**config.mk**
```make
export PLATFORM = sky130hd
export DESIGN_NAME = lpst_timing
export DESIGN_NICKNAME = d
export VERILOG_FILES = /design/src/design/lpst_pkg.sv /design/src/design/lpst_line_timer.sv /design/src/design/lpst_timing.sv
export SDC_FILE = /design/constraint.sdc
export NUM_CORES = 1
export LEC_CHECK = 0
export BUFFER_PORTS_ARGS = -buffer_cell sky130_fd_sc_hd__buf_2
export CELL_PAD_IN_SITES_DETAIL_PLACEMENT = 1
export CELL_PAD_IN_SITES_GLOBAL_PLACEMENT = 1
export CORE_MARGIN = 4
export CORE_UTILIZATION = 46
export DETAILED_ROUTE_END_ITERATION = 16
export GPL_TIMING_DRIVEN = 0
export PLACE_DENSITY_LB_ADDON = 0.1
export SLEW_MARGIN = 15
export SYNTH_ARGS = -nofsm -noshare
export SYNTH_HDL_FRONTEND = slang
export SYNTH_SLANG_ARGS = --single-unit
```
**constraint.sdc**
```tcl
create_clock -name core_clk -period 4.4 [get_ports core_clk]
set_clock_uncertainty 0.15 [all_clocks]
set_input_delay 0.88 -clock core_clk [delete_from_list [all_inputs] [get_ports core_clk]]
set_output_delay 0.88 -clock core_clk [all_outputs]
set_load 0.005 [all_outputs]
```
**src/design/lpst_pkg.sv**
```systemverilog
//----------------------------------------------------------------------
// lcd panel sync timing package
//----------------------------------------------------------------------
// Purpose: shared offsets, fields, reset values and states
// Assumes: 8-bit registers on a 9-bit byte address
// Notes:   one pixel per core_clk cycle
package lpst_pkg;
	// register offsets
	localparam logic [8:0] LPST_PANEL_CFG_ADDR  = 9'h030;
	localparam logic [8:0] LPST_HDISP_ADDR      = 9'h032;
	localparam logic [8:0] LPST_HBLANK_ADDR     = 9'h034;
	localparam logic [8:0] LPST_LSTART_ADDR     = 9'h035;
	localparam logic [8:0] LPST_LWIDTH_ADDR     = 9'h036;
	localparam logic [8:0] LPST_VHEIGHT_LO_ADDR = 9'h038;
	localparam logic [8:0] LPST_VHEIGHT_HI_ADDR = 9'h039;
	localparam logic [8:0] LPST_VBLANK_ADDR     = 9'h03a;
	localparam logic [8:0] LPST_FSTART_ADDR     = 9'h03b;
	localparam logic [8:0] LPST_FWIDTH_ADDR     = 9'h03c;
	localparam logic [8:0] LPST_DMODE_ADDR      = 9'h040;
	localparam logic [8:0] LPST_INT_STAT_ADDR   = 9'h050;
	localparam logic [8:0] LPST_INT_MASK_ADDR   = 9'h051;
	localparam logic [8:0] LPST_ROT0_ADDR       = 9'h1fc;
	// field positions
	localparam int LPST_TFT_BIT      = 0;
	localparam int LPST_POL_BIT      = 7;
	localparam int LPST_VSTAT_BIT    = 7;
	localparam int LPST_BLANK_BIT    = 7;
	localparam int LPST_ROT1_BIT     = 4;
	localparam int LPST_ROT0_BIT     = 6;
	localparam int LPST_INT_FRAME    = 0;
	localparam int LPST_INT_DISP     = 1;
	// pixel granularity of horizontal fields
	localparam int LPST_PX_SHIFT     = 3;
	localparam logic [10:0] LPST_LS_OFS_SHALLOW = 11'h004;
	localparam logic [10:0] LPST_LS_OFS_DEEP    = 11'h006;
	localparam logic [10:0] LPST_LS_PASSIVE_PX  = 11'h008;
	localparam int LPST_LS_MAX_PX    = 128;
	// colour depth codes
	localparam logic [2:0] LPST_BPP4  = 3'h2;
	localparam logic [2:0] LPST_BPP8  = 3'h3;
	localparam logic [2:0] LPST_BPP15 = 3'h4;
	localparam logic [2:0] LPST_BPP16 = 3'h5;
	// reset values
	localparam logic [7:0] LPST_REG_RST = 8'h00;
	// vertical phase
	typedef enum logic [1:0] {
		LPST_V_DISP  = 2'b01,
		LPST_V_BLANK = 2'b10
	} lpst_vstate_t;
endpackage

```
**src/design/lpst_line_timer.sv**
```systemverilog
//----------------------------------------------------------------------
// horizontal line timer
//----------------------------------------------------------------------
// Purpose: pixel counter, line end pulse and line sync window
// Assumes: one pixel per clock
// Notes:   all outputs lag the counter by one cycle, uniformly
`timescale 1ns/10ps
`default_nettype none
module lpst_line_timer (
	input  wire logic        core_clk,     // pixel clock
	input  wire logic        sys_rst,      // sync reset, high
	input  wire logic [6:0]  hdisp,        // display width field
	input  wire logic [4:0]  hblank,       // non-display field
	input  wire logic [4:0]  ls_start,     // sync start field
	input  wire logic [3:0]  ls_width,     // sync width field
	input  wire logic        tft,          // active-matrix panel
	input  wire logic        deep_bpp,     // 15/16 bpp selected
	output logic             h_active,     // inside horizontal display
	output logic             line_end,     // last pixel of line, pulse
	output logic             ls_active     // line sync asserted (logical)
);
	logic [10:0] h_cnt_reg, h_cnt_next;
	logic        h_act_reg, h_act_next;
	logic        lend_reg, lend_next;
	logic        ls_reg, ls_next;
	logic [10:0] disp_px, total_px, s_px, e_px;
	logic [7:0]  run_reg, run_next;

	//----------------------------------------------------------------
	// counter and window decode
	//----------------------------------------------------------------
	// 11 bits covers 1024 display plus 256 blank pixels
	always_comb begin
		disp_px    = {({1'b0, hdisp} + 8'h01), 3'b000};
		total_px   = disp_px + {3'b000, ({1'b0, hblank} + 6'h01), 2'b00} * 11'h002;
		s_px       = disp_px + {3'b000, ls_start, 3'b000}
			+ (deep_bpp ? lpst_pkg::LPST_LS_OFS_DEEP : lpst_pkg::LPST_LS_OFS_SHALLOW);
		e_px       = s_px + {4'h0, ({1'b0, ls_width} + 5'h01), 2'b00} * 11'h002;
		lend_next  = (h_cnt_reg == total_px - 11'h001);
		h_cnt_next = lend_next ? 11'h000 : h_cnt_reg + 11'h001;
		h_act_next = (h_cnt_reg < disp_px);
		if (tft) begin
			ls_next = (h_cnt_reg >= s_px) && (h_cnt_reg < e_px);
		end else begin
			ls_next = (h_cnt_reg >= disp_px)
				&& (h_cnt_reg < disp_px + lpst_pkg::LPST_LS_PASSIVE_PX);
		end
		run_next = ls_reg ? run_reg + 8'h01 : 8'h00;
	end

	// register stage
	always_ff @(posedge core_clk) begin
		if (sys_rst) begin
			h_cnt_reg <= 11'h000;
			h_act_reg <= 1'b0;
			lend_reg  <= 1'b0;
			ls_reg    <= 1'b0;
			run_reg   <= 8'h00;
		end else begin
			h_cnt_reg <= h_cnt_next;
			h_act_reg <= h_act_next;
			lend_reg  <= lend_next;
			ls_reg    <= ls_next;
			run_reg   <= run_next;
		end
	end

	assign h_active  = h_act_reg;
	assign line_end  = lend_reg;
	assign ls_active = ls_reg;

	// width field saturates at 128 pixels, so the pulse cannot run longer
	a_line_sync_max: assert property (@(posedge core_clk) disable iff (sys_rst)
		ls_reg |-> run_reg < 8'(lpst_pkg::LPST_LS_MAX_PX))
		else $error("line sync pulse longer than 128 pixels");

	a_line_end_single: assert property (@(posedge core_clk) disable iff (sys_rst)
		line_end |=> !line_end)
		else $error("line end pulse held for two cycles");
endmodule // lpst_line_timer
`default_nettype wire

```
**src/design/lpst_timing.sv**
```systemverilog
//----------------------------------------------------------------------
// lcd panel sync timing
//----------------------------------------------------------------------
// Purpose: line/frame sync, vertical timing, blanking and mode outputs
// Assumes: one pixel per core_clk; registers are 8 bits wide
// Notes:   read data valid the cycle after the read strobe only
// Function
// - active-matrix line sync lasts (field+1)*8 pixels from a 4-bit field
// - line sync pulse never longer than 128 pixels
// - display shows 10-bit height plus one lines, split over two registers
// - status bit 7 reads 1 during vertical non-display, else 0
// - vertical non-display lasts 6-bit field plus one lines
// - active-matrix frame sync starts field plus one lines into blanking
// - frame sync polarity bit: 1 high on active-matrix, low on passive
// - active-matrix frame sync lasts 3-bit field plus one lines
// - blank bit disables pipeline and forces panel data to zero
// - rotation bit 1 rotates 180 degrees; with bit 0 picks four modes
// - colour depth codes 2..5 give 4, 8, 15, 16 bpp; 15/16 bypass table
// - panel type bit picks active-matrix timing at 1, passive at 0
// - line sync polarity bit behaves like frame sync polarity bit
`timescale 1ns/10ps
`default_nettype none
module lpst_timing #(
	parameter int DATA_W = 16                 // panel data width
) (
	input  wire logic              core_clk,      // pixel clock
	input  wire logic              sys_rst,       // sync reset, high
	input  wire logic [8:0]        reg_addr,      // register byte address
	input  wire logic [7:0]        reg_wdata,     // write data
	input  wire logic              reg_wr,        // write strobe
	input  wire logic              reg_rd,        // read strobe
	output logic      [7:0]        reg_rdata,     // read data, next cycle
	input  wire logic [DATA_W-1:0] pixel_in,      // pipeline pixel data
	output logic      [DATA_W-1:0] panel_data_out,// panel data
	output logic                   line_sync_out, // line sync pin
	output logic                   frame_sync_out,// frame sync pin
	output logic                   pipe_enable,   // display pipeline on
	output logic                   rotate_180,    // 180 degree rotation
	output logic      [1:0]        rotate_mode,   // {bit1, bit0} rotation
	output logic      [2:0]        bpp_sel,       // colour depth code
	output logic                   bpp_valid,     // code is not reserved
	output logic                   lut_bypass,    // 15/16 bpp
	output logic                   irq            // level interrupt
);
	// register file
	logic [7:0] panel_cfg_reg, panel_cfg_next;
	logic [7:0] hdisp_reg, hdisp_next;
	logic [7:0] hblank_reg, hblank_next;
	logic [7:0] lstart_reg, lstart_next;
	logic [7:0] lwidth_reg, lwidth_next;
	logic [7:0] vh_lo_reg, vh_lo_next;
	logic [7:0] vh_hi_reg, vh_hi_next;
	logic [7:0] vblank_reg, vblank_next;
	logic [7:0] fstart_reg, fstart_next;
	logic [7:0] fwidth_reg, fwidth_next;
	logic [7:0] dmode_reg, dmode_next;
	logic [7:0] rot0_reg, rot0_next;
	logic [1:0] istat_reg, istat_next;
	logic [1:0] imask_reg, imask_next;
	logic [7:0] rdata_reg, rdata_next;
	logic [7:0] rd_mux;
	// timing state
	lpst_pkg::lpst_vstate_t v_state_reg, v_state_next;
	logic [9:0]        v_cnt_reg, v_cnt_next;
	logic [1:0]        evt;
	// output stage
	logic [DATA_W-1:0] pdata_reg, pdata_next;
	logic              lso_reg, lso_next;
	logic              fso_reg, fso_next;
	logic              pen_reg, pen_next;
	logic              rot_reg, rot_next;
	logic [1:0]        rmode_reg, rmode_next;
	logic [2:0]        bpp_reg, bpp_next;
	logic              bval_reg, bval_next;
	logic              byp_reg, byp_next;
	logic              irq_reg, irq_next;
	// derived
	logic              tft, deep_bpp, blank, in_vblank, fs_act;
	logic              h_active, line_end, ls_active;
	logic [9:0]        height, fs_first, fs_last;

	assign tft       = panel_cfg_reg[lpst_pkg::LPST_TFT_BIT];
	assign blank     = dmode_reg[lpst_pkg::LPST_BLANK_BIT];
	assign deep_bpp  = (dmode_reg[2:0] == lpst_pkg::LPST_BPP15)
		|| (dmode_reg[2:0] == lpst_pkg::LPST_BPP16);
	assign height    = {vh_hi_reg[1:0], vh_lo_reg};
	assign in_vblank = (v_state_reg == lpst_pkg::LPST_V_BLANK);

	//----------------------------------------------------------------
	// horizontal timing
	//----------------------------------------------------------------
	lpst_line_timer u_line (
		.core_clk (core_clk),
		.sys_rst  (sys_rst),
		.hdisp    (hdisp_reg[6:0]),
		.hblank   (hblank_reg[4:0]),
		.ls_start (lstart_reg[4:0]),
		.ls_width (lwidth_reg[3:0]),
		.tft      (tft),
		.deep_bpp (deep_bpp),
		.h_active (h_active),
		.line_end (line_end),
		.ls_active(ls_active)
	);

	//----------------------------------------------------------------
	// register bus
	//----------------------------------------------------------------
	// read decode; unmapped addresses read zero
	always_comb begin
		case (reg_addr)
			lpst_pkg::LPST_PANEL_CFG_ADDR:  rd_mux = {7'h00, panel_cfg_reg[0]};
			lpst_pkg::LPST_HDISP_ADDR:      rd_mux = {1'b0, hdisp_reg[6:0]};
			lpst_pkg::LPST_HBLANK_ADDR:     rd_mux = {3'h0, hblank_reg[4:0]};
			lpst_pkg::LPST_LSTART_ADDR:     rd_mux = {3'h0, lstart_reg[4:0]};
			lpst_pkg::LPST_LWIDTH_ADDR:     rd_mux = {lwidth_reg[7], 3'h0, lwidth_reg[3:0]};
			lpst_pkg::LPST_VHEIGHT_LO_ADDR: rd_mux = vh_lo_reg;
			lpst_pkg::LPST_VHEIGHT_HI_ADDR: rd_mux = {6'h00, vh_hi_reg[1:0]};
			lpst_pkg::LPST_VBLANK_ADDR:     rd_mux = {in_vblank, 1'b0, vblank_reg[5:0]};
			lpst_pkg::LPST_FSTART_ADDR:     rd_mux = {2'h0, fstart_reg[5:0]};
			lpst_pkg::LPST_FWIDTH_ADDR:     rd_mux = {fwidth_reg[7], 4'h0, fwidth_reg[2:0]};
			lpst_pkg::LPST_DMODE_ADDR:      rd_mux = {dmode_reg[7], 2'h0, dmode_reg[4], 1'b0,
				dmode_reg[2:0]};
			lpst_pkg::LPST_INT_STAT_ADDR:   rd_mux = {6'h00, istat_reg};
			lpst_pkg::LPST_INT_MASK_ADDR:   rd_mux = {6'h00, imask_reg};
			lpst_pkg::LPST_ROT0_ADDR:       rd_mux = {1'b0, rot0_reg[6], 6'h00};
			default:                        rd_mux = 8'h00;
		endcase
	end

	// write decode, sticky status; a set in the clearing cycle wins
	always_comb begin
		panel_cfg_next = panel_cfg_reg;
		hdisp_next     = hdisp_reg;
		hblank_next    = hblank_reg;
		lstart_next    = lstart_reg;
		lwidth_next    = lwidth_reg;
		vh_lo_next     = vh_lo_reg;
		vh_hi_next     = vh_hi_reg;
		vblank_next    = vblank_reg;
		fstart_next    = fstart_reg;
		fwidth_next    = fwidth_reg;
		dmode_next     = dmode_reg;
		rot0_next      = rot0_reg;
		imask_next     = imask_reg;
		istat_next     = istat_reg;
		if (reg_wr) begin
			case (reg_addr)
				lpst_pkg::LPST_PANEL_CFG_ADDR:  panel_cfg_next = reg_wdata;
				lpst_pkg::LPST_HDISP_ADDR:      hdisp_next     = reg_wdata;
				lpst_pkg::LPST_HBLANK_ADDR:     hblank_next    = reg_wdata;
				lpst_pkg::LPST_LSTART_ADDR:     lstart_next    = reg_wdata;
				lpst_pkg::LPST_LWIDTH_ADDR:     lwidth_next    = reg_wdata;
				lpst_pkg::LPST_VHEIGHT_LO_ADDR: vh_lo_next     = reg_wdata;
				lpst_pkg::LPST_VHEIGHT_HI_ADDR: vh_hi_next     = reg_wdata;
				lpst_pkg::LPST_VBLANK_ADDR:     vblank_next    = {1'b0, reg_wdata[6:0]};
				lpst_pkg::LPST_FSTART_ADDR:     fstart_next    = reg_wdata;
				lpst_pkg::LPST_FWIDTH_ADDR:     fwidth_next    = reg_wdata;
				lpst_pkg::LPST_DMODE_ADDR:      dmode_next     = reg_wdata;
				lpst_pkg::LPST_ROT0_ADDR:       rot0_next      = reg_wdata;
				lpst_pkg::LPST_INT_MASK_ADDR:   imask_next     = reg_wdata[1:0];
				lpst_pkg::LPST_INT_STAT_ADDR:   istat_next     = istat_reg & ~reg_wdata[1:0];
				default:                        istat_next     = istat_reg;
			endcase
		end
		istat_next = istat_next | evt;
		rdata_next = reg_rd ? rd_mux : 8'h00;
	end

	// register file storage
	always_ff @(posedge core_clk) begin
		if (sys_rst) begin
			panel_cfg_reg <= lpst_pkg::LPST_REG_RST;
			hdisp_reg     <= lpst_pkg::LPST_REG_RST;
			hblank_reg    <= lpst_pkg::LPST_REG_RST;
			lstart_reg    <= lpst_pkg::LPST_REG_RST;
			lwidth_reg    <= lpst_pkg::LPST_REG_RST;
			vh_lo_reg     <= lpst_pkg::LPST_REG_RST;
			vh_hi_reg     <= lpst_pkg::LPST_REG_RST;
			vblank_reg    <= lpst_pkg::LPST_REG_RST;
			fstart_reg    <= lpst_pkg::LPST_REG_RST;
			fwidth_reg    <= lpst_pkg::LPST_REG_RST;
			dmode_reg     <= lpst_pkg::LPST_REG_RST;
			rot0_reg      <= lpst_pkg::LPST_REG_RST;
			istat_reg     <= 2'h0;
			imask_reg     <= 2'h0;
			rdata_reg     <= 8'h00;
		end else begin
			panel_cfg_reg <= panel_cfg_next;
			hdisp_reg     <= hdisp_next;
			hblank_reg    <= hblank_next;
			lstart_reg    <= lstart_next;
			lwidth_reg    <= lwidth_next;
			vh_lo_reg     <= vh_lo_next;
			vh_hi_reg     <= vh_hi_next;
			vblank_reg    <= vblank_next;
			fstart_reg    <= fstart_next;
			fwidth_reg    <= fwidth_next;
			dmode_reg     <= dmode_next;
			rot0_reg      <= rot0_next;
			istat_reg     <= istat_next;
			imask_reg     <= imask_next;
			rdata_reg     <= rdata_next;
		end
	end

	//----------------------------------------------------------------
	// vertical timing
	//----------------------------------------------------------------
	// phases only change at line end, so a frame is whole lines
	always_comb begin
		v_state_next = v_state_reg;
		v_cnt_next   = v_cnt_reg;
		evt          = 2'h0;
		if (line_end) begin
			case (v_state_reg)
				lpst_pkg::LPST_V_DISP: begin
					if (v_cnt_reg >= height) begin
						v_state_next = lpst_pkg::LPST_V_BLANK;
						v_cnt_next   = 10'h000;
						evt[lpst_pkg::LPST_INT_FRAME] = 1'b1;
					end else begin
						v_cnt_next = v_cnt_reg + 10'h001;
					end
				end
				lpst_pkg::LPST_V_BLANK: begin
					if (v_cnt_reg >= {4'h0, vblank_reg[5:0]}) begin
						v_state_next = lpst_pkg::LPST_V_DISP;
						v_cnt_next   = 10'h000;
						evt[lpst_pkg::LPST_INT_DISP] = 1'b1;
					end else begin
						v_cnt_next = v_cnt_reg + 10'h001;
					end
				end
				default: begin
					v_state_next = lpst_pkg::LPST_V_DISP;
					v_cnt_next   = 10'h000;
				end
			endcase
		end
	end

	// vertical state storage
	always_ff @(posedge core_clk) begin
		if (sys_rst) begin
			v_state_reg <= lpst_pkg::LPST_V_DISP;
			v_cnt_reg   <= 10'h000;
		end else begin
			v_state_reg <= v_state_next;
			v_cnt_reg   <= v_cnt_next;
		end
	end

	//----------------------------------------------------------------
	// output stage
	//----------------------------------------------------------------
	// frame sync window counted in blanking lines; passive uses first line
	assign fs_first = {4'h0, fstart_reg[5:0]} + 10'h001;
	assign fs_last  = fs_first + {7'h00, fwidth_reg[2:0]};
	assign fs_act   = in_vblank && (tft ? (v_cnt_reg >= fs_first && v_cnt_reg <= fs_last)
		: (v_cnt_reg == 10'h000));

	// polarity: bit set means high on active-matrix, low on passive
	always_comb begin
		lso_next   = ls_active ^ (tft ? ~lwidth_reg[lpst_pkg::LPST_POL_BIT]
			: lwidth_reg[lpst_pkg::LPST_POL_BIT]);
		fso_next   = fs_act ^ (tft ? ~fwidth_reg[lpst_pkg::LPST_POL_BIT]
			: fwidth_reg[lpst_pkg::LPST_POL_BIT]);
		pen_next   = ~blank;
		pdata_next = (blank || in_vblank || !h_active) ? '0 : pixel_in;
		rot_next   = dmode_reg[lpst_pkg::LPST_ROT1_BIT];
		rmode_next = {dmode_reg[lpst_pkg::LPST_ROT1_BIT], rot0_reg[lpst_pkg::LPST_ROT0_BIT]};
		bpp_next   = dmode_reg[2:0];
		bval_next  = (dmode_reg[2:0] >= lpst_pkg::LPST_BPP4)
			&& (dmode_reg[2:0] <= lpst_pkg::LPST_BPP16);
		byp_next   = deep_bpp;
		irq_next   = |(istat_reg & imask_reg);
	end

	// output flops
	always_ff @(posedge core_clk) begin
		if (sys_rst) begin
			lso_reg   <= 1'b0;
			fso_reg   <= 1'b0;
			pen_reg   <= 1'b0;
			pdata_reg <= '0;
			rot_reg   <= 1'b0;
			rmode_reg <= 2'h0;
			bpp_reg   <= 3'h0;
			bval_reg  <= 1'b0;
			byp_reg   <= 1'b0;
			irq_reg   <= 1'b0;
		end else begin
			lso_reg   <= lso_next;
			fso_reg   <= fso_next;
			pen_reg   <= pen_next;
			pdata_reg <= pdata_next;
			rot_reg   <= rot_next;
			rmode_reg <= rmode_next;
			bpp_reg   <= bpp_next;
			bval_reg  <= bval_next;
			byp_reg   <= byp_next;
			irq_reg   <= irq_next;
		end
	end

	assign reg_rdata      = rdata_reg;
	assign panel_data_out = pdata_reg;
	assign line_sync_out  = lso_reg;
	assign frame_sync_out = fso_reg;
	assign pipe_enable    = pen_reg;
	assign rotate_180     = rot_reg;
	assign rotate_mode    = rmode_reg;
	assign bpp_sel        = bpp_reg;
	assign bpp_valid      = bval_reg;
	assign lut_bypass     = byp_reg;
	assign irq            = irq_reg;

	//----------------------------------------------------------------
	// checks
	//----------------------------------------------------------------
	a_blank_zero_data: assert property (@(posedge core_clk) disable iff (sys_rst)
		blank |=> (panel_data_out == '0) && !pipe_enable)
		else $error("blanked panel data not zero");

	a_status_reads_vblank: assert property (@(posedge core_clk) disable iff (sys_rst)
		reg_rd && reg_addr == lpst_pkg::LPST_VBLANK_ADDR |=> reg_rdata[7] == $past(in_vblank))
		else $error("vertical status bit wrong");

	a_height_to_blank: assert property (@(posedge core_clk) disable iff (sys_rst)
		line_end && !in_vblank && v_cnt_reg == height |=> in_vblank && v_cnt_reg == 10'h000)
		else $error("display phase length wrong");

	a_vblank_to_disp: assert property (@(posedge core_clk) disable iff (sys_rst)
		line_end && in_vblank && v_cnt_reg == {4'h0, vblank_reg[5:0]} |=> !in_vblank)
		else $error("non-display phase length wrong");

	a_fsync_idle_disp: assert property (@(posedge core_clk) disable iff (sys_rst)
		tft && !in_vblank && $stable(fwidth_reg) |=> frame_sync_out == !$past(fwidth_reg[7]))
		else $error("frame sync active during display");

	a_fsync_start_line: assert property (@(posedge core_clk) disable iff (sys_rst)
		tft && in_vblank && v_cnt_reg == fs_first && $stable(fwidth_reg)
		|=> frame_sync_out == $past(fwidth_reg[7]))
		else $error("frame sync not active at start line");

	a_rotate_follows: assert property (@(posedge core_clk) disable iff (sys_rst)
		dmode_reg[4] |=> rotate_180 && rotate_mode[1])
		else $error("rotation output not set");

	a_deep_bypass: assert property (@(posedge core_clk) disable iff (sys_rst)
		dmode_reg[2:0] == 3'h4 |=> lut_bypass && bpp_valid)
		else $error("15 bpp not bypassing table");

	a_irq_level: assert property (@(posedge core_clk) disable iff (sys_rst)
		|(istat_reg & imask_reg) |=> irq)
		else $error("interrupt not raised");
endmodule // lpst_timing
`default_nettype wire

```
# After elaboration in Yosys (flattened, before gate mapping)
# Index checks and enable logic that the tools add are counted.
dict set report word_totals {
  regBits 137
  inputBits 37
  out_inout_bits 36
  wordCells 133
}
dict set report classes {
  addsub 13
  order_cmp 11
  eq_ne 21
  n_mux 19
  bitwise 10
  reduce_logical 28
}
# op n
set ops {}
lappend ops {{8-bit one-hot mux with 14 select lines} 1}
lappend ops {{9-bit by 6-bit equality test with 1-bit output, second input constant} 10}
lappend ops {{11-bit less-than comparator} 3}
lappend ops {{9-bit by 7-bit equality test with 1-bit output, second input constant} 3}
lappend ops {{2-bit AND reduction} 13}
lappend ops {{11-bit by 8-bit adder with 11-bit output} 2}
lappend ops {{11-bit >= comparator} 2}
lappend ops {{10-bit 2-to-1 mux} 2}
lappend ops {{10-bit one-hot mux with 2 select lines} 1}
lappend ops {{2-bit 2-to-1 mux} 6}
lappend ops {{11-bit by 1-bit adder with 11-bit output, second input constant} 1}
lappend ops {{11-bit adder} 1}
lappend ops {{11-bit by 4-bit adder with 11-bit output, second input constant} 1}
lappend ops {{11-bit by 9-bit adder with 11-bit output} 1}
lappend ops {{11-bit equality test} 1}
lappend ops {{11-bit by 1-bit subtractor with 11-bit output, second input constant} 1}
lappend ops {{10-bit by 1-bit adder with 10-bit output, second input constant} 1}
lappend ops {{10-bit >= comparator} 1}
lappend ops {{10-bit by 6-bit >= comparator with 1-bit output} 1}
lappend ops {{10-bit by 7-bit >= comparator with 1-bit output} 1}
lappend ops {{10-bit by 8-bit less-or-equal comparator with 1-bit output} 1}
lappend ops {{10-bit logical NOT} 1}
lappend ops {{9-bit equality test, second input constant} 1}
lappend ops {{7-bit by 1-bit adder with 8-bit output, second input constant} 1}
lappend ops {{23 further kinds} 45}

# Longest topological paths before layout
# Gate-level depths: netlist of run 1.
dict set report logic_depth {
  word_depth 8
  ltp_mapped 18
  depth_no_buf 18
}

# Hierarchy
# A second synthesis of run 1 with hierarchy kept.
dict set report unflattened {
  cells_unflattened 949
  hier_area_um2 8023.9
}
# module instances cells_per_inst area_each_um2
set by_module_without_submodules {}
lappend by_module_without_submodules {lpst_timing 1 632 5417.7}
lappend by_module_without_submodules {lpst_line_timer 1 317 2606.2}

# Least setup slack after synthesis of run 1
# OpenSTA, ideal clock, no wires.
dict set report synth_timing {
  path_kind {reg-to-reg}
  start {register hdisp_reg[0]}
  end {register u_line.ls_reg (netlist: u_line.ls_active)}
  setup_time_ps 74
  t_arrival_ps 3439
  required_time_ps 4176
  slack_ps 736
  stages_incl_launch_ff 19
  n_path_buf 0
  period_less_slack_ps 3664
  path_cell_list {dfxtp_1 -> inv_1 -> ha_1 -> inv_1 -> ha_1 -> a21o_1 -> a21oi_1 -> xnor2_1 -> ha_1 -> a21oi_1 -> inv_1 -> a21oi_1 -> nor2_1 -> xor2_1 -> ha_1 -> a21o_1 -> nand2_1 -> nand4_1 -> o21ai_0}
}
dict set report synth_via {
  elab_chain_len 7
  elab_cells_between_ends 12
  classes_between {add/sub: 5; order compare: 4; mux: 1; reduce/logical: 2}
}
# element line_no
set synth_rtl {}
lappend synth_rtl {{from (decl)} lpst_timing.sv:47} ;# logic [7:0] hdisp_reg, hdisp_next;
lappend synth_rtl {{from (signal assigned)} lpst_timing.sv:174} ;# hdisp_reg <= lpst_pkg::LPST_REG_RST;
lappend synth_rtl {{from (signal assigned)} lpst_timing.sv:190} ;# hdisp_reg <= hdisp_next;
lappend synth_rtl {{7-bit by 1-bit adder with 8-bit output (*)} lpst_line_timer.sv:34} ;# disp_px = {({1'b0, hdisp} + 8'h01), 3'b000};
lappend synth_rtl {{11-bit by 8-bit adder with 11-bit output} lpst_line_timer.sv:36} ;# s_px = disp_px + {3'b000, ls_start, 3'b000}
lappend synth_rtl {{11-bit adder} lpst_line_timer.sv:37} ;# + (deep_bpp ? lpst_pkg::LPST_LS_OFS_DEEP : lpst_pkg::LPST_LS_OFS_SHALLOW);
lappend synth_rtl {{11-bit by 8-bit adder with 11-bit output} lpst_line_timer.sv:38} ;# e_px = s_px + {4'h0, ({1'b0, ls_width} + 5'h01), 2'b00} * 11'h002;
lappend synth_rtl {{11-bit less-than comparator} lpst_line_timer.sv:43} ;# ls_next = (h_cnt_reg >= s_px) && (h_cnt_reg < e_px);
lappend synth_rtl {{1-bit logical AND} lpst_line_timer.sv:43}
lappend synth_rtl {{1-bit 2-to-1 mux (*)} lpst_line_timer.sv:42} ;# if (tft) begin
lappend synth_rtl {{to (signal assigned)} lpst_line_timer.sv:63} ;# ls_reg <= ls_next;
lappend synth_rtl {{to (decl)} lpst_line_timer.sv:25} ;# logic ls_reg, ls_next;
# Mark *: on every way between the ends. The rest lies on a longest branch, timed or not.
# A chain may end at the register's enable or synchronous reset.

# Worst setup path after layout of run 1
# Same ends and word-level chain as after synthesis.

==> metrics, run 1 <==
outcome completed; Post-DRT Antenna Nets 0; count of unique library cells instantiated by Yosys 66; multiplexer share of the synthesized area 0.0474; flip-flop and latch count after synthesis 120; worst setup path end u_line.ls_active$_SDFF_PP0_; leading cell type in the layout, fill and taps excluded dfxtp_1; startpoint of the worst-slack reg-to-reg timing path hdisp_reg[0]$_SDFFE_PP0P_; initial core utilization 0.472; type of element launching the critical path flip-flop; Num Clock Sinks 120; GRT overflow 0; number of inserted diodes 0; post-route insts no fill roughly 1.3k; Detailed Routing Iterations Pass 1 7; filler instances 2055; Max Freq 0.242 GHz; most frequent cells in the layout dfxtp_1 (119), ha_1 (99), nand2_1 (84), a21oi_1 (82), nor2_1 (76); Top Ports 73; area of the core roughly 17000 sq um; final worst path period share 0.940; critical path data required time roughly 4600 ps; cell area after technology mapping roughly 7900 sq um; Reg2Reg Capture Point u_line.ls_active$_SDFF_PP0_; wirelength, routed around 26 mm; number of nets in the layout 1178; die height between 100 and 150 um; proportion of layout cells with a drive suffix above 1 0.120; final worst path period need roughly 4100 ps; TritonCTS clock tree yes; number of standard-cell rows in the floorplan 47; Max rail drop VDD between 300 and 400 uV; mean number of vias per cell 5.82; Placed Cells incl. Taps 1238; DPL Wire Length between 15 and 20 mm; pre-CTS WS -39.2 ps; final setup violation count 0; critical path endpoint category flip-flop; maximum fanout encountered on the critical timing path 10; post-detailed-route DRC marker count 0; post-synthesis area per instance between 8 and 9 sq um; area of the die around 19000 sq um; maximum number of pins on one net before global-route repair 17; sequential-to-total area share from yosys stat 0.304; TritonCTS buffer count 17; most used flip-flop cell after synthesis dfxtp_1; area share of xor/xnor cells in the synthesized design 0.0741; Post-synth EDFFs 0; maximum root-to-sink buffer count 2; total via count in the routed design approximately 7.4k; max FFs per register 16; largest delay contributor family on the critical path adder cells; static power due to leakage ~0.0038 uW; area delta synth->final 15.7%; number of global-route vias before repair approximately 7.5k; relative slew slack 0.317; Slowest cell on crit path dfxtp_2; die outline width about 140 um; worst hold margin between 300 and 400 ps; share of synthesized cell area in and, or, nand and nor gates 0.200; setup slack on the worst flop-to-flop path approximately 270 ps; transition time of the tightest slew-check pin between 1000 and 1500 ps; net count after synthesis about 1.1k; number of violations reported at the end of detailed-routing iteration 0 529; unrepaired setup endpoints after global routing no; fraction of registers with async set/reset 0; series of cell instances along the critical path inv_1 > ha_2 > inv_1 > ha_1 > a21o_1 > a21oi_2 > xnor2_1 > ha_1 > a21oi_1 > inv_1 > a21oi_1 > nor2_1 > xor2_1 > ha_1 > a21o_1 > nand2_1 > nand4_1 > o21ai_0; overall power ~2700 uW; synthesized-area fraction occupied by adder cells 0.169; clock network latency to the later pin of the worst-skew pair 430 ps; Clock transition at path regs ~60 ps; main combinational cell family by area after synthesis simple AND/OR/NAND/NOR gates; number of antenna violations at the first check in global routing 0; power density relative to cell area slightly below 300 nW/um^2; delay of the slowest cell on the worst path around 490 ps; routed wire length per instance ~21 um; Arr. time, crit path roughly 4300 ps; instance count of the mapped netlist roughly 950; final number of max-transition violations 0; Hold/Removal Path Class reg2reg; depth of the worst register-to-register path 18; H-Tree Level Count 4; cell at the root of the clock tree clkbuf_16; Routability Congestion about 0.97; GRT Total Usage 0.272; max-capacitance violation count 0; combined buffer and inverter count along the critical path 3; count of synthesis-stage warnings from yosys 0; share of the synthesized area in compound gates (AO/OA/AOI/OAI) 0.152; wire length of the first global-routing pass ~42 mm; final setup margin around 270 ps; Worst Setup Path Type reg2reg; launching element of the worst setup path hdisp_reg[0]$_SDFFE_PP0P_; Critical Path Stages 18; Final Hold Vio Count 0; I/O Buffers between 60 and 70
-- power breakdown --
part	leakage (uW)	switching, uW	internal [uW]
sequential	0.000971	6.39	1100
clock	0.000289	562	909
combinational	0.00253	93.5	39.2
-- worst register-to-register path: cells and delay by family, from the launching register on --
kind	cells	cell delay [ps]
xor+xnor	2	390
flops	1	490
fa+ha+maj	4	1300
compound gates	6	1200
buf+inv	3	300
simple gates	3	210
-- kinds of logic (layout without fill, tap and decap cells) --
kind of cell	count (synthesis)	count (layout)
buffers and inverters	105	202
adders and majority gates	104	104
xor gates and xnor gates	65	65
DFF	120	120
and+or+nand+nor	329	329
AOI/OAI and AO/OA	191	191
muxes	37	37
other	1	1
-- layout make-up --
type | instances | area, sq um | area share
plain buffers | 38 | 159 | 0.0174
clock buffers | 18 | 439 | 0.0481
clock inverters | 13 | 170 | 0.0186
inverters | 67 | 251 | 0.0276
multi-input cells | 727 | 5100 | 0.559
flip-flops and latches | 120 | 2400 | 0.263
well taps | 220 | 275 | 0.0302
repair buffers | 66 | 330 | 0.0362
-- stage by stage --
stage | setup TNS, ps | cell area [sq um] | utilization
final | 0 | 9130 | 0.546
after global routing | 0 | 9130 | 0.546
after CTS | 0 | 9110 | 0.545
after detailed placement | -39.2 | 8500 | 0.509
after global placement | 0 | 8500 | 0.509
after floorplan | 0 | 7890 | -
-- Yosys cell counts, types with 19 or more instances --
master | n | area, sq um
xor2_1 | 31 | 272
inv_1 | 67 | 251
o21ai_0 | 24 | 120
and2_1 | 19 | 119
nor3_1 | 21 | 105
nand2_1 | 84 | 315
mux2i_1 | 34 | 340
nand3_1 | 66 | 330
ha_1 | 100 | 1250
a21oi_1 | 83 | 415
clkbuf_1 | 28 | 105
dfxtp_1 | 120 | 2400
nor2_1 | 76 | 285
xnor2_1 | 32 | 280
-- metal layers --
layer / share of wire / track usage / vias up / wire length, um
met2: 0.46 / 0.437 / 219 / 12000
li1: - / - / 3505 / -
met1: 0.46 / 0.376 / 3623 / 12200
met3: 0.059 / 0.0507 / 41 / 1560
met4: 0.020 / 0.0778 / 0 / 517
met5: 0 / 0 / - / 0
-- worst min path at each step --
stage                              start                         to  slack (ps)  cells past startpoint
2_1_floorplan  dmode_reg[7]$_SDFFE_PP0P_     pipe_enable$_SDFF_PP0_         270                      1
3_3_place_gp     istat_reg[0]$_SDFF_PP0_    istat_reg[0]$_SDFF_PP0_         310                      2
3_5_place_dp   dmode_reg[1]$_SDFFE_PP0P_  dmode_reg[1]$_SDFFE_PP0P_         320                      2
4_1_cts        dmode_reg[1]$_SDFFE_PP0P_  dmode_reg[1]$_SDFFE_PP0P_         330                      2
5_1_grt          istat_reg[0]$_SDFF_PP0_    istat_reg[0]$_SDFF_PP0_         350                      2
6_report         istat_reg[0]$_SDFF_PP0_    istat_reg[0]$_SDFF_PP0_         340                      2
-- repair_timing --
action,4_1_cts,5_1_grt
buffers inserted,0,0
endpoints found under the setup margin,1,11
resized for setup,1,4
hold buffers,0,0
(Power assumes the default switching activity.)
==> run 2: changes to the inputs <==
CELL_PAD_IN_SITES_DETAIL_PLACEMENT = default   (was 1)
CELL_PAD_IN_SITES_GLOBAL_PLACEMENT = default   (was 1)
CORE_UTILIZATION = 55   (was 46)
PLACE_DENSITY_LB_ADDON = 0.2   (was 0.1)
==> run 2 against run 1 <==
Design area shrank 0.60%. Fmax shrank 0.61%. Critical endpoint unchanged. Global-route usage grew 0.33 points. Critical path depth is the same. Die area shrank 15%. First-iteration DRC count shrank 6.2%. Setup slack lost 25 ps. Clock power shrank 5%. Hold slack lost 13 ps.
==> metrics, run 2 (same netlist as run 1, synthesis figures left out) <==
Detailed Routing Iterations Pass 1 6 (-1); final worst path period need 4160 ps (+25.3 ps); Final Hold Vio Count 0 (unchanged); combined buffer and inverter count along the critical path 3 (unchanged); largest delay contributor family on the critical path adder cells; number of global-route vias before repair 6719 (-10%); mean number of vias per cell 5.83 (+0.18%); wirelength, routed 22.0 mm (-16%); die height 128 um (-8.1%); final setup violation count 0 (unchanged); final number of max-transition violations 0 (unchanged); GRT overflow 0 (unchanged); maximum number of pins on one net before global-route repair 17 (unchanged); TritonCTS buffer count 17 (unchanged); die outline width 128 um (-8.1%); static power due to leakage 0.00380 uW (about the same); delay of the slowest cell on the worst path 480 ps (about the same); Placed Cells incl. Taps 1198 (-3.2%); Worst Setup Path Type reg2reg; outcome completed; Num Clock Sinks 120 (unchanged); post-place instance area 8450 sq um (-0.59%); wire length of the first global-routing pass 35.2 mm (-15%); routed wire length per instance 17.9 um (-13%); DPL Wire Length 17.1 mm (-13%); I/O Buffers 66 (unchanged); Clock transition at path regs 60 ps (about the same); Routability Congestion 0.943 (-3.1%); type of element launching the critical path flip-flop; Slowest cell on crit path ha_1; Design Area, Final 9070 sq um (-0.60%); critical path endpoint category flip-flop; H-Tree Level Count 4 (unchanged); Max Freq 0.240 GHz (-0.61%); area of the core 14000 sq um (-16%); power density relative to cell area 290 nW/um^2 (-2.1%); critical path data required time 4590 ps (about the same); flip-flop and latch area 2400 sq um (unchanged); max FFs per register 16 (unchanged); transition time of the tightest slew-check pin 924 ps (-92.3 ps); cell at the root of the clock tree clkbuf_16; final worst path period share 0.945 (+0.00575); number of violations reported at the end of detailed-routing iteration 0 496 (-6.2%); GRT Total Usage 0.276 (+0.00326); post-route insts no fill 1230 (-3.1%); number of nets in the layout 1178 (unchanged); leading cell type in the layout, fill and taps excluded dfxtp_1; TritonCTS clock tree yes; Top Ports 73 (unchanged); area used by multi-input combinational logic 5090 sq um (about the same); number of antenna violations at the first check in global routing 0 (unchanged); Arr. time, crit path 4350 ps (+20 ps); proportion of layout cells with a drive suffix above 1 0.120 (about the same); relative slew slack 0.380 (+0.0624); most frequent cells in the layout dfxtp_1 (119), ha_1 (100), nand2_1 (84), a21oi_1 (82), nor2_1 (76); filler instances 1221 (-41%); Hold/Removal Path Class reg2reg; clock network latency to the later pin of the worst-skew pair 420 ps (about the same); number of standard-cell rows in the floorplan 43 (-8.5%); final setup margin 240 ps (-25.3 ps); maximum root-to-sink buffer count 2 (unchanged); Post-DRT Antenna Nets 0 (unchanged); area delta synth->final 15.0%; maximum fanout encountered on the critical timing path 10 (unchanged); series of cell instances along the critical path inv_1 > ha_1 > inv_1 > ha_1 > a21o_1 > a21oi_2 > xnor2_1 > ha_1 > a21oi_1 > inv_1 > a21oi_1 > nor2_1 > xor2_1 > ha_1 > a21o_1 > nand2_1 > nand4_1 > o21ai_0; initial core utilization 0.564 (+0.0916); area of the die 16300 sq um (-15%); most common cell type on the critical path ha_1; total via count in the routed design 7174 (-2.9%); number of inserted diodes 0 (unchanged); post-detailed-route DRC marker count 0 (unchanged); max-capacitance violation count 0 (unchanged); Max rail drop VDD 295 uV (-6.9%); pre-CTS WS 31.5 ps (+70.8 ps); unrepaired setup endpoints after global routing no; setup tns final 0 ps (unchanged)
[run 2: cell count changes in the layout (fill, tap and decap cells not counted)]
cell / before / now
bufinv_16: 3 / 2
clkbuf_8: 1 / 3
ha_1: 99 / 100
ha_2: 1 / 0
[run 2: per-layer routing]
layer,part of all wire,global-route usage,wire length [um],vias to the layer above
met5,0,0,0,-
met4,0.025,0.0936,554,0
met3,0.089,0.0708,1960,44
met2,0.45,0.429,9910,294
met1,0.44,0.372,9600,3321
li1,-,-,-,3515
[run 2: metrics by stage]
stage / util / power, uW / hold slack (ps)
final: 0.648 / 2630 / 326
after CTS: 0.647 / 2640 / 322
after global routing: 0.648 / 2710 / 355
after floorplan: - / 1190 / 274
after global placement: 0.604 / 1250 / 311
after detailed placement: 0.604 / 1250 / 315
[run 2: path summary, 6_finish.rpt]
path / from / endpoint / slack, ps / cells after the start
setup / recovery: hdisp_reg[0]$_SDFFE_PP0P_ / u_line.ls_active$_SDFF_PP0_ / 240 / 18
setup reg to reg: hdisp_reg[0]$_SDFFE_PP0P_ / u_line.ls_active$_SDFF_PP0_ / 240 / 18
hold reg to reg: dmode_reg[7]$_SDFFE_PP0P_ / pipe_enable$_SDFF_PP0_ / 330 / 1
hold / removal: dmode_reg[7]$_SDFFE_PP0P_ / pipe_enable$_SDFF_PP0_ / 330 / 1
[run 2: what timing repair did]
action | 4_1_cts | 5_1_grt
hold buffers | 0 | 0
setup endpoints to repair | 0 | 11
setup buffers | 0 | 0
resized for setup | 0 | 4
[run 2: where the power goes]
part | internal (uW) | switching, uW
clock network | 884 | 520
registers | 1100 | 6.06
logic | 39.0 | 86.7
total | 2020 | 612
[run 2: layout make-up]
class / instances / area share
Buffer: 38 / 0.0175
Clock buffer: 20 / 0.0514
Clock inverter: 12 / 0.0154
Inverter: 67 / 0.0277
Multi-Input combinational cell: 727 / 0.562
Sequential cell: 120 / 0.265
Tap cell: 180 / 0.0248
Timing Repair Buffer: 66 / 0.0364
